==> config.mk <==
export PLATFORM = sky130hd
export DESIGN_NAME = acrm_regs
export DESIGN_NICKNAME = d
export VERILOG_FILES = /design/src/rtl/acrm_pkg.sv /design/src/rtl/acrm_regs.sv
export VERILOG_INCLUDE_DIRS = /design/src /design/src/rtl
export SDC_FILE = /design/constraint.sdc
export NUM_CORES = 1
export LEC_CHECK = 0
export ABC_AREA = 0
export BUFFER_PORTS_ARGS = -buffer_cell sky130_fd_sc_hd__buf_2
export CELL_PAD_IN_SITES_DETAIL_PLACEMENT = 0
export CELL_PAD_IN_SITES_GLOBAL_PLACEMENT = 2
export CORE_MARGIN = 2
export CORE_UTILIZATION = 29
export DETAILED_ROUTE_END_ITERATION = 16
export PLACE_DENSITY = 0.95
export SLEW_MARGIN = 30
export SYNTH_ARGS = -nofsm -noshare
export SYNTH_HDL_FRONTEND = slang
export SYNTH_SLANG_ARGS = --single-unit
==> constraint.sdc <==
create_clock -name clock -period 3.9 [get_ports clock]
set_input_delay 0.195 -clock clock [delete_from_list [all_inputs] [get_ports clock]]
set_output_delay 0.195 -clock clock [all_outputs]
set_load 0.01 [all_outputs]
==> src/rtl/acrm_map.svh <==
// Purpose: offsets, field positions and reset values of the accelerometer register window
// Assumes: byte-wide registers addressed by an 8-bit register pointer
// Notes:   identity value is arbitrary
`ifndef ACRM_MAP_SVH
`define ACRM_MAP_SVH

`define ACRM_OFS_STATUS      8'h00
`define ACRM_OFS_X_HI        8'h01
`define ACRM_OFS_X_LO        8'h02
`define ACRM_OFS_Y_HI        8'h03
`define ACRM_OFS_Y_LO        8'h04
`define ACRM_OFS_Z_HI        8'h05
`define ACRM_OFS_Z_LO        8'h06
`define ACRM_OFS_RSV_A       8'h07
`define ACRM_OFS_RSV_B       8'h08
`define ACRM_OFS_BUF_SETUP   8'h09
`define ACRM_OFS_BUFFER_TRIGGER_CONFIG    8'h0A
`define ACRM_OFS_SYS_MODE    8'h0B
`define ACRM_OFS_INT_CAUSE   8'h0C
`define ACRM_OFS_IDENTITY    8'h0D
`define ACRM_OFS_RANGE_CFG   8'h0E
`define ACRM_OFS_HP_CUTOFF   8'h0F
`define ACRM_OFS_NEXT_BLOCK  8'h10

// Buffer mode field of buffer_setup, bits 7:6
`define ACRM_FMODE_MSB       7
`define ACRM_FMODE_LSB       6
// Range field of range_filter_config, bits 1:0
`define ACRM_RANGE_MSB       1
`define ACRM_RANGE_LSB       0
`define ACRM_RANGE_4G        2'h1

`define ACRM_RST_BUF_SETUP   8'h00
`define ACRM_RST_BUFFER_TRIGGER_CONFIG    8'h00
`define ACRM_RST_RANGE_CFG   8'h00
`define ACRM_RST_HP_CUTOFF   8'h00
`define ACRM_IDENTITY_VALUE  8'h5C // Arbitrary value, not a real part code

`endif

==> src/rtl/acrm_pkg.sv <==
// Purpose: types shared by the accelerometer register window
// Assumes: nothing beyond the map header
// Notes:   read pointer policy follows buffer mode and fast-read select
`default_nettype none
package acrm_pkg;
    typedef logic [7:0] acrm_byte_t;
    typedef enum logic [1:0]
    {
        ACRM_WALK_FULL  = 2'h0,
        ACRM_WALK_FAST  = 2'h1,
        ACRM_WALK_FIFO  = 2'h3
    } acrm_walk_e;
endpackage
`default_nettype wire

==> src/rtl/acrm_regs.sv <==
// Purpose: register window of a three-axis accelerometer, lower map 0x00 to 0x0F
// Assumes: serial framing decoded outside; one access strobe per byte
// Notes:   reads return data in the cycle after the strobe; pointer then advances
//
// Contract
// Axis high-byte register holds sample bits 13:6 in bits 7:0.
// Axis low-byte register holds sample bits 5:0 left-justified, low two zero.
// Offset zero shows data-ready flags, or buffer status while buffering.
// Normal burst steps all six output bytes, wraps from Z low to 0x00.
// Buffer active: after X high byte the pointer returns to 0x01.
// Fast-read, no buffer: high bytes only, wrap to 0x00 after Z high.
// Fast-read: any low-byte read wraps the pointer to zero.
// Host must not write reserved offsets 0x07 and 0x08.
// Offset 0x0E holds range and filter enable, reads back as written.
// Offset 0x0F holds pulse filter enables and high-pass cutoff select.
// Noise-reduction active forces the effective range to four g.
// Offsets 0x09 to 0x0F advance the pointer by one always.
// Writes to read-only registers are ignored.
`include "acrm_map.svh"
`default_nettype none

module acrm_regs
(
    input  wire logic        clock,
    input  wire logic        arst_n,
    // Pointer load at the start of a transaction
    input  wire logic        addr_load,
    input  wire logic [7:0]  addr_value,
    // One strobe per byte transferred
    input  wire logic        rd_strobe,
    input  wire logic        wr_strobe,
    input  wire logic [7:0]  wr_data,
    // Control inputs from the primary control register
    input  wire logic        fast_read_select,
    input  wire logic        noise_reduction_select,
    // Sample path and status sources
    input  wire logic [13:0] sample_x,
    input  wire logic [13:0] sample_y,
    input  wire logic [13:0] sample_z,
    input  wire logic [7:0]  data_ready_flags,
    input  wire logic [5:0]  buffer_count,
    input  wire logic        buffer_overflow,
    input  wire logic        buffer_watermark,
    input  wire logic [7:0]  system_mode_state,
    input  wire logic [7:0]  interrupt_cause,
    output logic [7:0]       rd_data,
    output logic [7:0]       reg_pointer,
    output logic [7:0]       buffer_setup,
    output logic [7:0]       buffer_trigger_config,
    output logic [7:0]       range_filter_config,
    output logic [7:0]       highpass_cutoff_select,
    output logic [1:0]       effective_range
);

    logic [7:0] ptr_q;
    logic [7:0] ptr_d;
    logic [7:0] rd_data_q;
    logic [7:0] rd_data_d;
    logic [7:0] setup_q;
    logic [7:0] trig_q;
    logic [7:0] range_q;
    logic [7:0] hp_q;
    logic [1:0] eff_range_q;
    acrm_pkg::acrm_walk_e walk;

    function automatic logic [7:0] hi_byte(input logic [13:0] s);
        return s[13:6];
    endfunction

    function automatic logic [7:0] lo_byte(input logic [13:0] s);
        return {s[5:0], 2'h0};
    endfunction

    // Buffer mode wins over fast-read for the walk policy
    always_comb
    begin
        if (setup_q[`ACRM_FMODE_MSB:`ACRM_FMODE_LSB] != 2'h0)
            walk = acrm_pkg::ACRM_WALK_FIFO;
        else if (fast_read_select)
            walk = acrm_pkg::ACRM_WALK_FAST;
        else
            walk = acrm_pkg::ACRM_WALK_FULL;
    end

    // Next pointer after an access at the current pointer
    always_comb
    begin
        ptr_d = ptr_q + 8'h01;
        unique case (ptr_q)
            `ACRM_OFS_X_HI:
            begin
                unique case (walk)
                    acrm_pkg::ACRM_WALK_FULL: ptr_d = `ACRM_OFS_X_LO;
                    acrm_pkg::ACRM_WALK_FAST: ptr_d = `ACRM_OFS_Y_HI;
                    acrm_pkg::ACRM_WALK_FIFO: ptr_d = `ACRM_OFS_X_HI;
                    default:                  ptr_d = `ACRM_OFS_X_LO;
                endcase
            end
            `ACRM_OFS_Y_HI:
            begin
                if (walk == acrm_pkg::ACRM_WALK_FULL)
                    ptr_d = `ACRM_OFS_Y_LO;
                else if (fast_read_select)
                    ptr_d = `ACRM_OFS_Z_HI;
                else
                    ptr_d = `ACRM_OFS_Y_LO;
            end
            `ACRM_OFS_Z_HI:
            begin
                if (fast_read_select)
                    ptr_d = `ACRM_OFS_STATUS;
                else
                    ptr_d = `ACRM_OFS_Z_LO;
            end
            `ACRM_OFS_X_LO, `ACRM_OFS_Y_LO:
            begin
                if (fast_read_select)
                    ptr_d = `ACRM_OFS_STATUS;
                else
                    ptr_d = ptr_q + 8'h01;
            end
            `ACRM_OFS_Z_LO:
                ptr_d = `ACRM_OFS_STATUS;
            `ACRM_OFS_STATUS:
                ptr_d = `ACRM_OFS_STATUS;
            default:
                ptr_d = ptr_q + 8'h01;
        endcase
    end

    // Read mux
    always_comb
    begin
        unique case (ptr_q)
            `ACRM_OFS_STATUS:
            begin
                if (walk == acrm_pkg::ACRM_WALK_FIFO)
                    rd_data_d = {buffer_overflow, buffer_watermark, buffer_count};
                else
                    rd_data_d = data_ready_flags;
            end
            `ACRM_OFS_X_HI:      rd_data_d = hi_byte(sample_x);
            `ACRM_OFS_X_LO:      rd_data_d = lo_byte(sample_x);
            `ACRM_OFS_Y_HI:      rd_data_d = hi_byte(sample_y);
            `ACRM_OFS_Y_LO:      rd_data_d = lo_byte(sample_y);
            `ACRM_OFS_Z_HI:      rd_data_d = hi_byte(sample_z);
            `ACRM_OFS_Z_LO:      rd_data_d = lo_byte(sample_z);
            `ACRM_OFS_BUF_SETUP: rd_data_d = setup_q;
            `ACRM_OFS_BUFFER_TRIGGER_CONFIG:  rd_data_d = trig_q;
            `ACRM_OFS_SYS_MODE:  rd_data_d = system_mode_state;
            `ACRM_OFS_INT_CAUSE: rd_data_d = interrupt_cause;
            `ACRM_OFS_IDENTITY:  rd_data_d = `ACRM_IDENTITY_VALUE;
            `ACRM_OFS_RANGE_CFG: rd_data_d = range_q;
            `ACRM_OFS_HP_CUTOFF: rd_data_d = hp_q;
            default:             rd_data_d = 8'h00;
        endcase
    end

    // Pointer: a load wins over stepping from a strobe in the same cycle
    always_ff @(posedge clock or negedge arst_n)
    begin
        if (!arst_n)
            ptr_q <= 8'h00;
        else if (addr_load)
            ptr_q <= addr_value;
        else if (rd_strobe || wr_strobe)
            ptr_q <= ptr_d;
    end

    always_ff @(posedge clock or negedge arst_n)
    begin
        if (!arst_n)
            rd_data_q <= 8'h00;
        else if (rd_strobe)
            rd_data_q <= rd_data_d;
    end

    // Writable registers; read-only and reserved offsets drop the write
    always_ff @(posedge clock or negedge arst_n)
    begin
        if (!arst_n)
        begin
            setup_q <= `ACRM_RST_BUF_SETUP;
            trig_q  <= `ACRM_RST_BUFFER_TRIGGER_CONFIG;
            range_q <= `ACRM_RST_RANGE_CFG;
            hp_q    <= `ACRM_RST_HP_CUTOFF;
        end
        else if (wr_strobe && !addr_load)
        begin
            unique case (ptr_q)
                `ACRM_OFS_BUF_SETUP: setup_q <= wr_data;
                `ACRM_OFS_BUFFER_TRIGGER_CONFIG:  trig_q  <= wr_data;
                `ACRM_OFS_RANGE_CFG: range_q <= wr_data;
                `ACRM_OFS_HP_CUTOFF: hp_q    <= wr_data;
                // Reserved 0x07/0x08 assumed never written by host; ignored anyway
                default:             ;
            endcase
        end
    end

    // Noise reduction pins range to four g regardless of the stored field
    always_ff @(posedge clock or negedge arst_n)
    begin
        if (!arst_n)
            eff_range_q <= 2'h0;
        else if (noise_reduction_select)
            eff_range_q <= `ACRM_RANGE_4G;
        else
            eff_range_q <= range_q[`ACRM_RANGE_MSB:`ACRM_RANGE_LSB];
    end

    assign rd_data                = rd_data_q;
    assign reg_pointer            = ptr_q;
    assign buffer_setup           = setup_q;
    assign buffer_trigger_config  = trig_q;
    assign range_filter_config    = range_q;
    assign highpass_cutoff_select = hp_q;
    assign effective_range        = eff_range_q;

endmodule // acrm_regs
`default_nettype wire

# --- Word level (Yosys, flattened, before mapping) ---
# Index checks and enable logic that the tools add are counted.
word_totals:
  register_bits: 50
  in_bits: 97
  out_inout_bits: 50
  word_cells: 49
classes:
  add_sub_neg: 1
  n_eq_ne: 15
  mux: 13
  reduce_logical: 13
ops:
  columns: ["op", "count"]
  rows:
  - ["one-hot mux 8 bit (14 select lines)", 1]
  - ["equality test 8 x 4 -> 1 bit (second input constant)", 7]
  - ["one-hot mux 8 bit (5 select lines)", 1]
  - ["2-to-1 mux 8 bit", 4]
  - ["equality test 8 x 3 -> 1 bit (second input constant)", 3]
  - ["equality test 8 x 2 -> 1 bit (second input constant)", 2]
  - ["adder 8 x 1 -> 8 bit (second input constant)", 1]
  - ["equality test 8 x 1 -> 1 bit (second input constant)", 1]
  - ["zero test 8 bit", 1]
  - ["AND reduction 2 bit", 4]
  - ["2-to-1 mux 2 bit", 2]
  - ["one-hot mux 2 bit (2 select lines)", 1]
  - ["nonzero test 2 bit", 2]
  - ["OR reduction 2 bit", 2]
  - ["2-to-1 mux 1 bit", 3]
  - ["2-to-1 mux 3 bit", 1]
  - ["equality test 2 x 1 -> 1 bit (second input constant)", 1]
  - ["equality test 2 bit (second input constant)", 1]
  - ["zero test 2 bit", 1]
  - ["logical AND 1 bit", 1]
  - ["zero test 1 bit", 1]
  - ["logical OR 1 bit", 1]

# --- Longest topological paths before layout ---
depth:
  word_depth: 7
  mapped_depth: 9
  depth_no_buf: 7

# --- Worst setup path after synthesis ---
# Ideal clock, no wire load.
synth_path:
  kind: "register to register"
  start: "reg ptr_q[0], in the netlist reg_pointer[0]"
  end: "reg rd_data_q[6], in the netlist rd_data[6]"
  setup_ns: 0.126
  arrival_time_ns: 1.922
  required_ns: 3.774
  slack_ns: 1.852
  path_stages_with_launch: 9
  n_path_buf: 1
  synth_period_minus_slack_ns: 2.048
  path_cell_list: "dfrtp_1 -> inv_1 -> ha_1 -> clkbuf_1 -> nor2b_1 -> nor4_1 -> a21o_1 -> nor2_1 -> a221o_1"
synth_via:
  elab_chain_cells: 2
  word_cells_on_any_way: 15
  cone_classes: "eq/ne: 13; mux: 1; reduce/logical: 1"
synth_lines:
  columns: ["element", "line_no", "rtl"]
  rows:
  - ["start: declaration", "acrm_regs.sv:55", "logic [7:0] ptr_q;"]
  - ["start signal: assignment", "acrm_regs.sv:165", "ptr_q <= addr_value;"]
  - ["start signal: assignment", "acrm_regs.sv:167", "ptr_q <= ptr_d;"]
  - ["equality test 8 x 4 -> 1 bit, or another cell as far along", "acrm_regs.sv:134", "unique case (ptr_q)"]
  - ["one-hot mux 8 bit (14 select lines) *", "acrm_regs.sv:134", null]
  - ["end signal: assignment", "acrm_regs.sv:175", "rd_data_q <= rd_data_d;"]
  - ["end: declaration", "acrm_regs.sv:57", "logic [7:0] rd_data_q;"]
# Every way passes the cells marked *; elsewhere a longest branch is shown, timed or not.
# A chain may end at the register's enable or synchronous reset.

# --- Worst setup path in the final report ---
layout_path:
  start: "reg ptr_q[0], in the netlist reg_pointer[0]"
  end: "reg rd_data_q[3], in the netlist rd_data[3]"
# The elaborated chain is that of the path after synthesis.

==> key figures <==
Run status
  • Status: complete, no violations

Synth
  • Top cells by count, synth: 50 x dfrtp_1, 40 x mux2_2, 23 x nand2_1, 13 x a21oi_1, 12 x o21ai_0
  • Mapped cell area: 3119 µm²
  • Main synth FF type: dfrtp_1
  • Post-synth EDFFs: 0
  • Post-synth ARST share: 100.0%
  • Synth top area share: ~40%
  • Cell with the most instances after synthesis: dfrtp_1
  • Syn nets: 405
  • Area leader, netlist: dfrtp_1
  • Post-synthesis cell count: 303
  • Seq/Total Area, Yosys: between 40 and 50%
  • Mapped Avg Cell Area: between 10 and 15 µm²
  • Synth Register Bits: 50
  • Synth area leaders: dfrtp_1 40%, mux2_2 14%, mux2i_1 2.9%
  • Distinct cells, synth: 54
  • Yosys warns: 0

STA
  • Final WS setup: around 1.3 ns
  • RSZ-0062 raised after global routing: no
  • Min cycle time layout: ~2.6 ns
  • Slew headroom: roughly 38%
  • Fin. max-slew vios: 0
  • Fmax: roughly 400 MHz
  • Final hold viol count: 0
  • Clock Skews: approximately 0.012 ns
  • Worst-margin pin slew: approximately 0.93 ns
  • # setup viols final: 0
  • Fin Setup TNS: 0 ns
  • Period utilization: between 60 and 70%

Routing
  • Routed len/inst: between 15 and 20 µm
  • Initial DRC Count: 239
  • Drt pass-1 iters: 5
  • Routed vias/inst: around 5.5
  • Via count: between 3000 and 4000
  • Routed Wire Length: between 10000 and 15000 µm
  • DRC viols: 0
  • ANT nets after route: 0

Global routing
  • Initial antenna violation count: 0
  • Vias in the first global route: roughly 3000
  • All-Layer GR Usage: between 15 and 20%
  • Grt total ovfl: 0
  • Pin count of the biggest net entering global routing: slightly above 50
  • First-pass GRT wire length: 17190 µm

Setup path
  • Crit path capture type: register
  • WP data arrival: 2.77 ns
  • Critical Path RT: approximately 4.1 ns
  • Max Fanout on Critical Path: 24
  • Worst Setup Path Type: register to register
  • Worst setup SP type: register

Final layout
  • # diodes: 0
  • Area added between synthesis and finish: 30.89%
  • Final nets: ~550
  • Share of cells above drive strength 1: 46.85%
  • Fill cell count: about 1100
  • Cell area after layout: roughly 4000 µm²

Clock tree
  • CTS tree: yes
  • Clock tree buffer depth: 2
  • Post-CTS sizing: 0
  • CTS buffer count: 5
  • Root buffer cell: clkbuf_8
  • CTS H-tree lvls: 2
  • Clock latency on the worst-skew pair: around 0.31 ns
  • Clock sinks: 50
  • Clock-pin slew on the worst setup and hold paths: between 0.1 and 0.15 ns

Floorplanning
  • Die Wd: 107.7 µm
  • Core box area: 10370 µm²
  • Die area: roughly 12000 µm²
  • Die height: approximately 110 µm
  • Starting density of the core: 30.08%
  • Io pins: between 100 and 150
  • Num rows: 37

Place
  • Port Buffers: between 100 and 150
  • Placed inst area: between 3000 and 4000 µm²
  • Post-DP HPWL: 8746 µm
  • Post-place setup slack: about 1.2 ns
  • Routability cong.: a little under 0.9

Hold path
  • Worst Hold Class: input port to register

Job
  • Max-cap violations: 0

Power and ir drop
  • Worst VDD drop: 173.7 µV
  • Pleak: 2.042 nW
  • PwrDens: ~360 nW/µm²
  • Tot Pwr: between 1 and 1.5 mW
[critical path: stages (launching register included)]
cell and delay (ns):
dfrtp_1 0.50, inv_1 0.13, ha_1 0.54, and3b_1 0.39, a22o_1 0.23, a221oi_1 0.28, o211ai_1 0.16, a22o_1 0.22
[timing repair]
item,in CTS,in global routing
hold buffers,1,0
buffers inserted,0,0
endpoints found under the hold margin,50,0
[power by group]
group | switching (mW) | internal (mW)
sequential | 0.0740 | 0.567
combinational | 0.278 | 0.219
clock | 0.198 | 0.135
[per-layer routing]
layer / global-route usage [%] / part of all wire, % / vias to the layer above / routed length (µm)
li1: - / - / 1457 / -
met1: 27.44 / 43 / 1548 / 4943
met5: 0 / 0 / - / 0
met2: 30.73 / 48 / 155 / 5408
met4: 4.396 / 1.0 / 0 / 119
met3: 3.208 / 8.0 / 11 / 910
[state kept, by name (all words and copies together) (netlist names)]
name and count:
buffer_setup 8, buffer_trigger_config 8, highpass_cutoff_select 8, range_filter_config 8
rd_data 8, reg_pointer 8, effective_range 2
[layout make-up]
type                       instances  area [µm²]  area share [%]
inverter                           9       33.78          0.8275
tap                              136       170.2           4.168
sequential                        50        1252           30.68
timing repair buffer             151       773.2           18.94
clock buffer                       5       68.82           1.686
multi-input combinational        226        1755           43.00
clock inverter                     3       28.78          0.7049
[final timing paths]
| check | from | endpoint | slack, ns | cells after the start |
|---|---|---|---|---|
| worst max-delay path | reg_pointer[0] | rd_data[3] | 1.34 | 7 |
| worst min-delay path | noise_reduction_select | effective_range[1] | 0.04 | 2 |
| worst max register to register | reg_pointer[0] | rd_data[3] | 1.34 | 7 |
| worst min register to register | rd_data[0] | rd_data[0] | 0.49 | 1 |
| max in group asynchronous | arst_n | reg_pointer[3] | 2.99 | 2 |
| min in group asynchronous | arst_n | rd_data[6] | 0.44 | 2 |
[logic make-up after synthesis]
logic type | count (synthesis) | synth area share [%]
mux | 50 | 18.05
simple gates | 72 | 12.68
xor+xnor | 4 | 1.123
compound gates | 95 | 22.42
fa+ha+maj | 5 | 2.006
buf+inv | 27 | 3.610
flops | 50 | 40.11
[per-stage QoR]
stage,std cells,hold slack (ns),util [%]
floorplan,303,-0.1006,-
CTS,580,0.02515,39.36
global route,580,0.02680,39.37
finish,580,0.03567,39.37
global placement,571,0.3643,38.30
detailed placement,571,0.2669,38.32
[cell usage in the layout, fill, tap and decap left out, types with 6 or more instances in the layout]
cell type and count:
dfrtp_1 49, a31oi_1 7, mux2i_1 9, buf_2 145
a22o_1 10, a222oi_1 6, nor2_1 10, nand3_1 10
inv_1 9, o21ai_0 12, a22oi_1 7, nor2b_1 6
a21oi_1 13, mux2_2 40, nand2_1 23, o2bb2ai_1 6
No activity file was read; power rests on OpenSTA's default activity.
